## config.mk

```make
export PLATFORM = sky130hd
export DESIGN_NAME = tmr8_counter
export DESIGN_NICKNAME = d
export VERILOG_FILES = /design/src/tmr8_pkg.sv /design/src/tmr8_counter.sv
export SDC_FILE = /design/constraint.sdc
export NUM_CORES = 1
export LEC_CHECK = 0
export ABC_CLOCK_PERIOD_IN_PS = 2750
export BUFFER_PORTS_ARGS = -buffer_cell sky130_fd_sc_hd__buf_2
export CORE_AREA = 5 5 78 94
export DETAILED_ROUTE_END_ITERATION = 6
export DIE_AREA = 0 0 83 99
export GPL_ROUTABILITY_DRIVEN = 0
export PLACE_DENSITY = 0.7
export SLEW_MARGIN = 20
export SYNTH_ARGS = -nofsm -noshare
export SYNTH_HDL_FRONTEND = slang
export SYNTH_SLANG_ARGS = --single-unit
```

## constraint.sdc

```tcl
create_clock -name ref_clk_i -period 2.75 [get_ports ref_clk_i]
set_input_delay 0.1375 -clock ref_clk_i [delete_from_list [all_inputs] [get_ports ref_clk_i]]
set_output_delay 0.1375 -clock ref_clk_i [all_outputs]
set_load 0.05 [all_outputs]
```

## src/tmr8_pkg.sv

```systemverilog
package tmr8_pkg;

  // ------------------------------------------------------------------
  // Counter limits
  // ------------------------------------------------------------------
  localparam logic [7:0] CNT_BOTTOM = 8'h00;
  localparam logic [7:0] CNT_MAX    = 8'hFF;
  localparam logic [7:0] CNT_RESET  = 8'h00;
  localparam logic [7:0] CNT_STEP   = 8'h01;

  // ------------------------------------------------------------------
  // Clock select codes
  // ------------------------------------------------------------------
  localparam logic [2:0] CS_STOP     = 3'h0;
  localparam logic [2:0] CS_PRESCALE = 3'h1;
  localparam logic [2:0] CS_EXT_FALL = 3'h6;
  localparam logic [2:0] CS_EXT_RISE = 3'h7;

  // ------------------------------------------------------------------
  // Waveform modes
  // ------------------------------------------------------------------
  localparam logic [2:0] WGM_NORMAL   = 3'h0;
  localparam logic [2:0] WGM_PC_MAX   = 3'h1;
  localparam logic [2:0] WGM_CTC      = 3'h2;
  localparam logic [2:0] WGM_FAST_MAX = 3'h3;
  localparam logic [2:0] WGM_PC_OCRA  = 3'h5;
  localparam logic [2:0] WGM_FAST_OCR = 3'h7;

  // Flag bit positions
  localparam int FLG_OVF = 0;
  localparam int FLG_MA  = 1;
  localparam int FLG_MB  = 2;
  localparam logic [2:0] FLAGS_RESET = 3'h0;

  // Control fields of the two control registers
  typedef struct packed {
    logic [1:0] waveform_mode_lo;
  } tmr8_ctrl_a_t;

  typedef struct packed {
    logic       waveform_mode_bit2;
    logic [2:0] clock_select_field;
  } tmr8_ctrl_b_t;

  // Indications towards waveform generation
  typedef struct packed {
    logic top;
    logic bottom;
    logic max;
    logic match_a;
    logic match_b;
  } tmr8_ind_t;

  // Zeroed counter equals both zeroed compares, so no false edge later
  localparam tmr8_ind_t IND_RESET = 5'h0B;

endpackage

```

## src/tmr8_counter.sv

```systemverilog
`timescale 1ns/1ps
// Operation
// - Zero value raises bottom indication
// - All ones value is maximum
// - Top is 0xFF or compare A
// - Timer disabled unless power off bit clear
// - Count and compare registers eight bits
// - Flags visible, each masked individually
// - Overflow, match A, match B sources
// - Clock from prescaler or external pin
// - Clock select picks source and edge
// - Select zero stops the counter
// - Count register accessible any time
// - Processor write beats clear and count
// - Each tick clears, increments or decrements
// - Step by one, clear to zero
// - Top (0xFF only) and bottom indications generated
// - Mode field split over two controls
// - Continuous compare feeds waveform logic
// - Match sets flag, may request interrupt
// - Overflow flag set per mode
// - Flags clear on service or write one
// - Normal mode overflow on wrap
module tmr8_counter
  import tmr8_pkg::*;
(
  // Clock and reset
  input  wire logic         ref_clk_i,
  input  wire logic         rst_n_i,
  // Power and control
  input  wire logic         timer_power_off_bit_i,
  input  wire tmr8_ctrl_a_t control_reg_a_i,
  input  wire tmr8_ctrl_b_t control_reg_b_i,
  // Clock sources
  input  wire logic         prescale_tick_i,
  input  wire logic         ext_count_pin_i,
  // Register writes
  input  wire logic         count_wr_i,
  input  wire logic [7:0]   count_wdata_i,
  input  wire logic         compare_a_wr_i,
  input  wire logic [7:0]   compare_a_wdata_i,
  input  wire logic         compare_b_wr_i,
  input  wire logic [7:0]   compare_b_wdata_i,
  input  wire logic         mask_wr_i,
  input  wire logic [2:0]   mask_wdata_i,
  input  wire logic         flag_wr_i,
  input  wire logic [2:0]   flag_wdata_i,
  input  wire logic [2:0]   irq_ack_i,
  // Status
  output logic [7:0]        count_value_o,
  output logic [7:0]        compare_a_o,
  output logic [7:0]        compare_b_o,
  output logic [2:0]        timer_flag_o,
  output logic [2:0]        timer_mask_o,
  output logic [2:0]        irq_req_o,
  output tmr8_ind_t         ind_o
);

  // ------------------------------------------------------------------
  // Pin synchroniser and clock select
  // ------------------------------------------------------------------
  logic [7:0] count_value_reg, count_value_next;
  logic [7:0] compare_a_reg, compare_a_next;
  logic [7:0] compare_b_reg, compare_b_next;
  logic [2:0] timer_flag_reg, timer_flag_next;
  logic [2:0] timer_mask_reg, timer_mask_next;
  logic       dir_down_reg, dir_down_next;
  logic       block_reg, block_next;
  logic [2:0] irq_reg, irq_next;
  tmr8_ind_t  ind_reg, ind_next;
  logic       pin_s1_reg, pin_s2_reg, pin_s3_reg;

  logic [2:0] waveform_mode_field;
  logic [2:0] clock_select_field;
  logic       timer_tick;
  logic [7:0] top_val;
  logic       at_top, at_bottom, match_a, match_b;

  // Pin only reaches logic after two flops
  always_ff @(posedge ref_clk_i) begin
    if (!rst_n_i) begin
      pin_s1_reg <= 1'b0;
      pin_s2_reg <= 1'b0;
      pin_s3_reg <= 1'b0;
    end else begin
      pin_s1_reg <= ext_count_pin_i;
      pin_s2_reg <= pin_s1_reg;
      pin_s3_reg <= pin_s2_reg;
    end
  end

  assign waveform_mode_field = {control_reg_b_i.waveform_mode_bit2,
                                control_reg_a_i.waveform_mode_lo};
  assign clock_select_field  = control_reg_b_i.clock_select_field;

  always_comb begin
    timer_tick = 1'b0;
    case (clock_select_field)
      CS_STOP:     timer_tick = 1'b0;
      CS_EXT_FALL: timer_tick = pin_s3_reg & ~pin_s2_reg;
      CS_EXT_RISE: timer_tick = ~pin_s3_reg & pin_s2_reg;
      default:     timer_tick = prescale_tick_i;
    endcase
    if (timer_power_off_bit_i)
      timer_tick = 1'b0;
  end

  // ------------------------------------------------------------------
  // Limits and compare
  // ------------------------------------------------------------------
  always_comb begin
    case (waveform_mode_field)
      WGM_CTC, WGM_PC_OCRA, WGM_FAST_OCR: top_val = compare_a_reg;
      default:                            top_val = CNT_MAX;
    endcase
  end

  assign at_top    = (count_value_reg == top_val);
  assign at_bottom = (count_value_reg == CNT_BOTTOM);
  assign match_a   = (count_value_reg == compare_a_reg);
  assign match_b   = (count_value_reg == compare_b_reg);

  // ------------------------------------------------------------------
  // Counter, flags and registers
  // ------------------------------------------------------------------
  always_comb begin
    logic [2:0] set_v;
    logic [2:0] clr_v;
    logic       pc_mode;
    logic       ovf_ev;
    set_v            = 3'h0;
    clr_v            = 3'h0;
    ovf_ev           = 1'b0;
    pc_mode          = (waveform_mode_field == WGM_PC_MAX) ||
                       (waveform_mode_field == WGM_PC_OCRA);
    count_value_next = count_value_reg;
    dir_down_next    = dir_down_reg;
    block_next       = block_reg;
    compare_a_next   = compare_a_wr_i ? compare_a_wdata_i : compare_a_reg;
    compare_b_next   = compare_b_wr_i ? compare_b_wdata_i : compare_b_reg;
    timer_mask_next  = mask_wr_i ? mask_wdata_i : timer_mask_reg;

    if (timer_tick) begin
      block_next = 1'b0;
      if (!block_reg) begin
        set_v[FLG_MA] = match_a;
        set_v[FLG_MB] = match_b;
      end
      if (pc_mode) begin
        if (!dir_down_reg && at_top) begin
          dir_down_next    = 1'b1;
          count_value_next = count_value_reg - CNT_STEP;
        end else if (dir_down_reg && at_bottom) begin
          dir_down_next    = 1'b0;
          ovf_ev           = 1'b1;
          count_value_next = count_value_reg + CNT_STEP;
        end else if (dir_down_reg) begin
          count_value_next = count_value_reg - CNT_STEP;
        end else begin
          count_value_next = count_value_reg + CNT_STEP;
        end
      end else begin
        dir_down_next = 1'b0;
        if (at_top) begin
          count_value_next = CNT_BOTTOM;
          // CTC flags overflow only at MAX wrap
          ovf_ev = (waveform_mode_field != WGM_CTC) ||
                   (count_value_reg == CNT_MAX);
        end else begin
          count_value_next = count_value_reg + CNT_STEP;
          // Count above a compare A top still wraps at MAX
          ovf_ev           = (count_value_reg == CNT_MAX);
        end
      end
    end
    set_v[FLG_OVF] = ovf_ev;

    // Write wins over any count step, and blocks next match
    if (count_wr_i) begin
      count_value_next = count_wdata_i;
      block_next       = 1'b1;
    end

    clr_v = irq_ack_i | (flag_wr_i ? flag_wdata_i : 3'h0);
    // New event wins over a simultaneous clear
    timer_flag_next = (timer_flag_reg & ~clr_v) | set_v;
    irq_next        = timer_flag_next & timer_mask_next;

    ind_next.top     = (count_value_next == CNT_MAX);
    ind_next.bottom  = (count_value_next == CNT_BOTTOM);
    ind_next.max     = (count_value_next == CNT_MAX);
    ind_next.match_a = (count_value_next == compare_a_next);
    ind_next.match_b = (count_value_next == compare_b_next);
  end

  always_ff @(posedge ref_clk_i) begin
    if (!rst_n_i) begin
      count_value_reg <= CNT_RESET;
      compare_a_reg   <= CNT_RESET;
      compare_b_reg   <= CNT_RESET;
      timer_flag_reg  <= FLAGS_RESET;
      timer_mask_reg  <= FLAGS_RESET;
      irq_reg         <= FLAGS_RESET;
      dir_down_reg    <= 1'b0;
      block_reg       <= 1'b0;
      ind_reg         <= IND_RESET;
    end else begin
      count_value_reg <= count_value_next;
      compare_a_reg   <= compare_a_next;
      compare_b_reg   <= compare_b_next;
      timer_flag_reg  <= timer_flag_next;
      timer_mask_reg  <= timer_mask_next;
      irq_reg         <= irq_next;
      dir_down_reg    <= dir_down_next;
      block_reg       <= block_next;
      ind_reg         <= ind_next;
    end
  end

  assign count_value_o = count_value_reg;
  assign compare_a_o   = compare_a_reg;
  assign compare_b_o   = compare_b_reg;
  assign timer_flag_o  = timer_flag_reg;
  assign timer_mask_o  = timer_mask_reg;
  assign irq_req_o     = irq_reg;
  assign ind_o         = ind_reg;

  // ------------------------------------------------------------------
  // Checks
  // ------------------------------------------------------------------
  a_write_priority: assert property (
    @(posedge ref_clk_i) disable iff (!rst_n_i)
    count_wr_i |=> count_value_reg == $past(count_wdata_i))
    else $error("count write not taken");

  a_stopped_hold: assert property (
    @(posedge ref_clk_i) disable iff (!rst_n_i)
    (clock_select_field == CS_STOP && !count_wr_i) |=> $stable(count_value_reg))
    else $error("stopped counter moved");

  a_power_hold: assert property (
    @(posedge ref_clk_i) disable iff (!rst_n_i)
    (timer_power_off_bit_i && !count_wr_i) |=> $stable(count_value_reg))
    else $error("powered-off counter moved");

  a_normal_wrap: assert property (
    @(posedge ref_clk_i) disable iff (!rst_n_i)
    (timer_tick && waveform_mode_field == WGM_NORMAL && !count_wr_i &&
     count_value_reg == CNT_MAX) |=>
      count_value_reg == CNT_BOTTOM && timer_flag_reg[FLG_OVF])
    else $error("normal wrap without overflow flag");

  a_step_one: assert property (
    @(posedge ref_clk_i) disable iff (!rst_n_i)
    (timer_tick && waveform_mode_field == WGM_NORMAL && !count_wr_i &&
     count_value_reg != CNT_MAX) |=>
      count_value_reg == $past(count_value_reg) + 8'h01)
    else $error("count step not one");

  a_ctc_clear: assert property (
    @(posedge ref_clk_i) disable iff (!rst_n_i)
    (timer_tick && waveform_mode_field == WGM_CTC && !count_wr_i &&
     count_value_reg == compare_a_reg) |=> count_value_reg == CNT_BOTTOM)
    else $error("ctc did not clear at compare A");

  a_match_flag: assert property (
    @(posedge ref_clk_i) disable iff (!rst_n_i)
    (timer_tick && !block_reg && match_a) |=> timer_flag_reg[FLG_MA])
    else $error("match A flag not set");

  a_irq_gate: assert property (
    @(posedge ref_clk_i) disable iff (!rst_n_i)
    irq_req_o[FLG_MB] |-> timer_mask_reg[FLG_MB] && timer_flag_reg[FLG_MB])
    else $error("unmasked interrupt request");

  a_flag_clear: assert property (
    @(posedge ref_clk_i) disable iff (!rst_n_i)
    (irq_ack_i[FLG_OVF] && !timer_tick) |=> !timer_flag_reg[FLG_OVF])
    else $error("overflow flag not cleared");

  a_bottom_ind: assert property (
    @(posedge ref_clk_i) disable iff (!rst_n_i)
    ind_o.bottom == (count_value_reg == CNT_BOTTOM))
    else $error("bottom indication wrong");

  a_match_b_flag: assert property (
    @(posedge ref_clk_i) disable iff (!rst_n_i)
    (timer_tick && !block_reg && match_b) |=> timer_flag_reg[FLG_MB])
    else $error("match B flag not set");

  a_blocked_match: assert property (
    @(posedge ref_clk_i) disable iff (!rst_n_i)
    (timer_tick && block_reg && !timer_flag_reg[FLG_MA]) |=>
      !timer_flag_reg[FLG_MA])
    else $error("blocked match still set flag A");

  a_pc_turn: assert property (
    @(posedge ref_clk_i) disable iff (!rst_n_i)
    (timer_tick && !count_wr_i && dir_down_reg && at_bottom &&
     (waveform_mode_field == WGM_PC_MAX ||
      waveform_mode_field == WGM_PC_OCRA)) |=>
      timer_flag_reg[FLG_OVF] && count_value_reg == CNT_STEP)
    else $error("phase correct turn without overflow");

endmodule // tmr8_counter

```

Yosys cells after proc, flatten, opt, wreduce, memory -nomap -nowiden

Index checks and enable logic that the tools add are counted.

$add $sub $neg: 2
Bitwise logic cells: 9
Reduce and logical (&&, ||, !) cells: 11
Equality and inequality tests: 15
Mux-type cells: 26

Operators by type and width:

| kind                | number |
|---|---|
| $mux 8              | 10 |
| $eq 8x8->1          | 5 |
| $eq 8x8->1 const B  | 2 |
| $logic_not 8->1     | 2 |
| $eq 3x3->1 const B  | 4 |
| $mux 1              | 11 |
| $add 8x1->8 const B | 1 |
| $sub 8x1->8 const B | 1 |
| $and 3x3->3         | 2 |
| $mux 3              | 2 |
| $or 3x3->3          | 2 |
| $mux 2              | 2 |
| $eq 3x1->1 const B  | 1 |
| $eq 3x2->1 const B  | 1 |
| $logic_not 3->1     | 1 |
| $ne 3x1->1 const B  | 1 |
| $ne 3x2->1 const B  | 1 |
| $not 3->3           | 1 |
| $pmux 1 s3          | 1 |
| $reduce_or 3->1     | 1 |
| $and 1x1->1         | 2 |
| $logic_and 1x1->1   | 2 |
| $logic_or 1x1->1    | 2 |
| $not 1->1           | 2 |
| other kinds (3)     | 3 |

Bits of input ports: 49
Bits in registers: 42
Output and inout bits: 38

Logic depth before layout (Yosys ltp)

Depth in word-level cells: 10
Depth in mapped cells: 13

Least setup slack after synthesis

Ideal clock, no wire load.

Path kind: reg-to-reg
Start: register count_value_reg[2] (netlist: count_value_o[2])
End: register ind_reg (netlist bit ind_o[1])
Setup time: 96 ps
Period minus slack after synthesis: 3330 ps
Stages on the path, launching flop included: 12
Data arrival time: 3234 ps
Path slack: -580 ps
Path buffers: 1
Cells stage by stage: dfxtp_1 -> buf_2 -> inv_1 -> nor4_1 -> o22ai_1 -> nor3_2 -> mux2_2 -> o21ai_1 -> xor2_1 -> nor3_1 -> nand4_1 -> o41ai_2

Longest elaborated chain between the ends: 8
Elaborated cells between the ends (all ways): 14

Ends and longest elaborated chain:

| element                                            | line                                                          | source |
|---|---|---|
| start: declaration                                 | tmr8_counter.sv:62                                            | `logic [7:0] count_value_reg, count_value_next;` |
| start signal: assignment                           | tmr8_counter.sv:208                                           | `count_value_reg <= count_value_next;` |
| $add 8x1->8, or another cell as far along          | tmr8_counter.sv:156, tmr8_counter.sv:160, tmr8_counter.sv:170 |  |
| $mux 8 / $logic_and 1x1->1 (equally long branches) | tmr8_counter.sv:157, tmr8_counter.sv:153                      |  |
| $mux 8                                             | tmr8_counter.sv:153                                           | `end else if (dir_down_reg && at_bottom) begin` |
| $mux 8                                             | tmr8_counter.sv:150                                           | `if (!dir_down_reg && at_top) begin` |
| $mux 8                                             | tmr8_counter.sv:149                                           | `if (pc_mode) begin` |
| $mux 8 (*)                                         | tmr8_counter.sv:143                                           | `if (timer_tick) begin` |
| $mux 8 (*)                                         | tmr8_counter.sv:179                                           | `if (count_wr_i) begin` |
| $eq 8x8->1 (*)                                     | tmr8_counter.sv:192                                           | `ind_next.match_a = (count_value_next == compare_a_next);` |
| end signal: assignment                             | tmr8_counter.sv:216                                           | `ind_reg <= ind_next;` |
| end: declaration                                   | tmr8_counter.sv:70                                            | `tmr8_ind_t ind_reg, ind_next;` |

Every way passes the cells marked *; elsewhere a longest branch is shown, timed or not.
A chain may end at the register's enable or synchronous reset.

Worst setup path after layout

Start: register compare_a_reg[6] (netlist: compare_a_o[6])
End: register ind_reg (netlist bit ind_o[3])

Longest elaborated chain between the ends: 8
Elaborated cells between the ends (all ways): 9

Ends and longest elaborated chain:

| element                  | line                | source |
|---|---|---|
| start: declaration       | tmr8_counter.sv:63  | `logic [7:0] compare_a_reg, compare_a_next;` |
| start signal: assignment | tmr8_counter.sv:209 | `compare_a_reg <= compare_a_next;` |
| $mux 8 (*)               | tmr8_counter.sv:112 | `case (waveform_mode_field)` |
| $eq 8x8->1 (*)           | tmr8_counter.sv:118 | `assign at_top = (count_value_reg == top_val);` |
| $logic_and 1x1->1        | tmr8_counter.sv:150 |  |
| $mux 8                   | tmr8_counter.sv:150 |  |
| $mux 8 (*)               | tmr8_counter.sv:149 |  |
| $mux 8 (*)               | tmr8_counter.sv:143 |  |
| $mux 8 (*)               | tmr8_counter.sv:179 |  |
| $logic_not 8->1 (*)      | tmr8_counter.sv:190 | `ind_next.bottom = (count_value_next == CNT_BOTTOM);` |

Marked as above.

==> out/results.tsv <==
metric	value	unit
largest net degree at the start of global routing	33	
status	complete, but fails checks	
top cells by count, synth	nor2_1, dfxtp_1, mux2i_1	
crit start category	flop	
CP Data Required Time	2970	ps
Design Power	1730	uW
Tightest Pin Transition	1060	ps
Psw	631	uW
ranking of synthesized cells by area	dfxtp_1, mux2i_1, nor2_1, xnor2_1, xor2_1	
final wirelength	10200	um
drt first pass iters	5	
Worst Setup End Kind	flop	
number of flops mapped to enable cells by yosys	0	
Die ar.	8220	um^2
hpwl dp	7830	um
top_reg_cell synth	dfxtp_1	
fmax	326	MHz
part of the power in registers	38.6	%
worst hold path class	in -> reg	
DR DRC count	0	
Overflow after GRT	0	
Post-DP Area	3770	um^2
Setup Skew	7.71	ps
internal power	1100	uW
CTS Buf Count	5	
Port-buffer cells	86	
Starting Density	43.7	%
setup slack, reg-to-reg	-320	ps
initial antenna violation count	0	
Yosys top cell by area	dfxtp_1	
share of layout cells above drive strength 1	44.7	%
library cells used by synthesis	60	
Tmin final	3070	ps
die width	83	um
Worst R2R Path Depth	9	
final worst path period share	111	%
unrepaired setup endpoints after global routing	true	
core area	6330	um^2
clock share of power	25.8	%
IO Pins	87	
failing checks	negative setup slack	
sw frac	36.5	%
Ys Warns	0	
Static Leak	0.00189	uW
ANT cells	0	
final number of setup-violating endpoints	6	
max-cap violations	0	
WP data arrival	3290	ps
gr usage total	24.3	%
mapped cell area	2760	um^2
CP most frequent cell	or3_1	
hold path depth	2	
vias in the first global route	3245	
cell area after layout	4070	um^2
vias per cell	5.75	
Mapped Cells	335	
Max FO, Critical Path	5	
Post-DRT Antenna Nets	0	
wire per inst	17.6	um
clock-pin transition on the worst setup and hold timing paths	90	ps
Max IR drop VDD	0.389	mV
deepest clock path buffer count	2	
number of synthesized register bits	42	
CP cell instances	nor2b_4 -> a2111o_1 -> or3_4 -> o31ai_4 -> nand4_1 -> and3_4 -> or3_1 -> or3_1 -> o31ai_2	
register area share after synthesis	30.4	%
top cell type's share of synthesized area	30.4	%
initial DRC count	285	
root buffer cell	clkbuf_8	
Mapped Nets	387	
most frequent cell after synthesis	nor2_1	
row cnt	32	
H-tree depth	2	
Worst path max stage delay	440	ps
final setup margin	-316	ps
Final Hold Fails	0	
area grow syn2layout	47.2	%
first-pass GRT wire length	16100	um
vias	3316	
Async SR Flop Fraction	0	%
Synth Area per Inst	8.25	um^2
Comb pwr share	35.6	%
Die Height	99	um
Layout Nets	543	
Pwr Density	425	nW/um^2
DP Worst Slack	-316	ps
CTS sink count	42	
Max Transition Viols Final	0	
CTS tree	done	
Worst-Skew Late Latency	300	ps
crit path kind	reg -> reg	
Crit-path slowest cell	a2111o_1	
worst relative slew slack	29.4	%
==> placed cells by master (no fill, tap or decap), drive strengths merged, types with 5 or more instances in the layout <==
master and n:
a31oi 6, nand2b 5, or3 7, inv 15
buf 165, nor2 44, mux2i 21, o41ai 5
nand2 16, and2 7, and3 6, nor3 13
nor2b 7, nand4 8, xor2 14, a21oi 13
dfxtp 42, clkbuf 6, o21ai 14, xnor2 14
nand3 9, o22ai 6
==> through the flow <==
step / instances / utilization (%) / hold WS, ps / setup TNS, ps
finish: 577 / 64.3 / 65.3 / -1340
global route: 577 / 64.3 / 54.9 / -1870
CTS: 576 / 63.7 / 63.8 / -864
detailed placement: 553 / 59.6 / 373 / -1130
global placement: 553 / 59.6 / 349 / -609
floorplan: 335 / - / 265 / -695
==> cells by family after synthesis <==
logic type      after synthesis  synth area share [%]
xor+xnor                     28                  8.88
flops                        42                  30.4
simple gates                140                  27.4
fa+ha+maj                     3                  1.36
mux                          23                  8.42
compound gates               70                  19.2
buf+inv                      29                  4.30
==> what timing repair did <==
item                                    in CTS  in global routing
gates resized for setup                     11                  7
gates cloned                                 0                  0
endpoints found under the setup margin       5                  7
hold buffers                                 0                  0
setup buffers                               16                  1
pin swaps                                   12                  2
==> final timing paths <==
| check | endpoint | startpoint |
|---|---|---|
| max reg2reg | ind_o[3] | compare_a_o[6] |
| min reg2reg | pin_s2_reg | pin_s1_reg |
| max | ind_o[3] | compare_a_o[6] |
| min | pin_s1_reg | ext_count_pin_i |
==> final cells by class <==
class / instances / area (um^2)
Multi-Input combinational cell: 264 / 1910
Timing Repair Buffer: 165 / 1030
Inverter: 13 / 48.8
Fill cell: 565 / 2260
Clock inverter: 2 / 15.0
Tap cell: 85 / 106
Sequential cell: 42 / 872
Clock buffer: 6 / 82.6
==> worst max-delay path, delay by kind of cell (launching register included) <==
family / cells / cell delay (ps)
simple gates: 6 / 1720
compound gates: 3 / 920
flops: 1 / 340
==> power groups by stage <==
stage / clock [uW] / combinational [uW] / sequential, uW
6_report: 446 / 615 / 667
3_3_place_gp: 0 / 562 / 679
3_5_place_dp: 0 / 569 / 680
5_1_grt: 472 / 655 / 671
4_1_cts: 448 / 599 / 666
2_1_floorplan: 0 / 263 / 772
==> per-layer routing <==
layer / up-vias / routed length [um] / GRT usage, %
met3: 42 / 676 / 3.85
met5: - / 0 / 0
met1: 1558 / 3910 / 28.8
li1: 1533 / - / -
met2: 183 / 5050 / 42.0
met4: 0 / 515 / 12.6
Power figures use the tool's default switching activity.
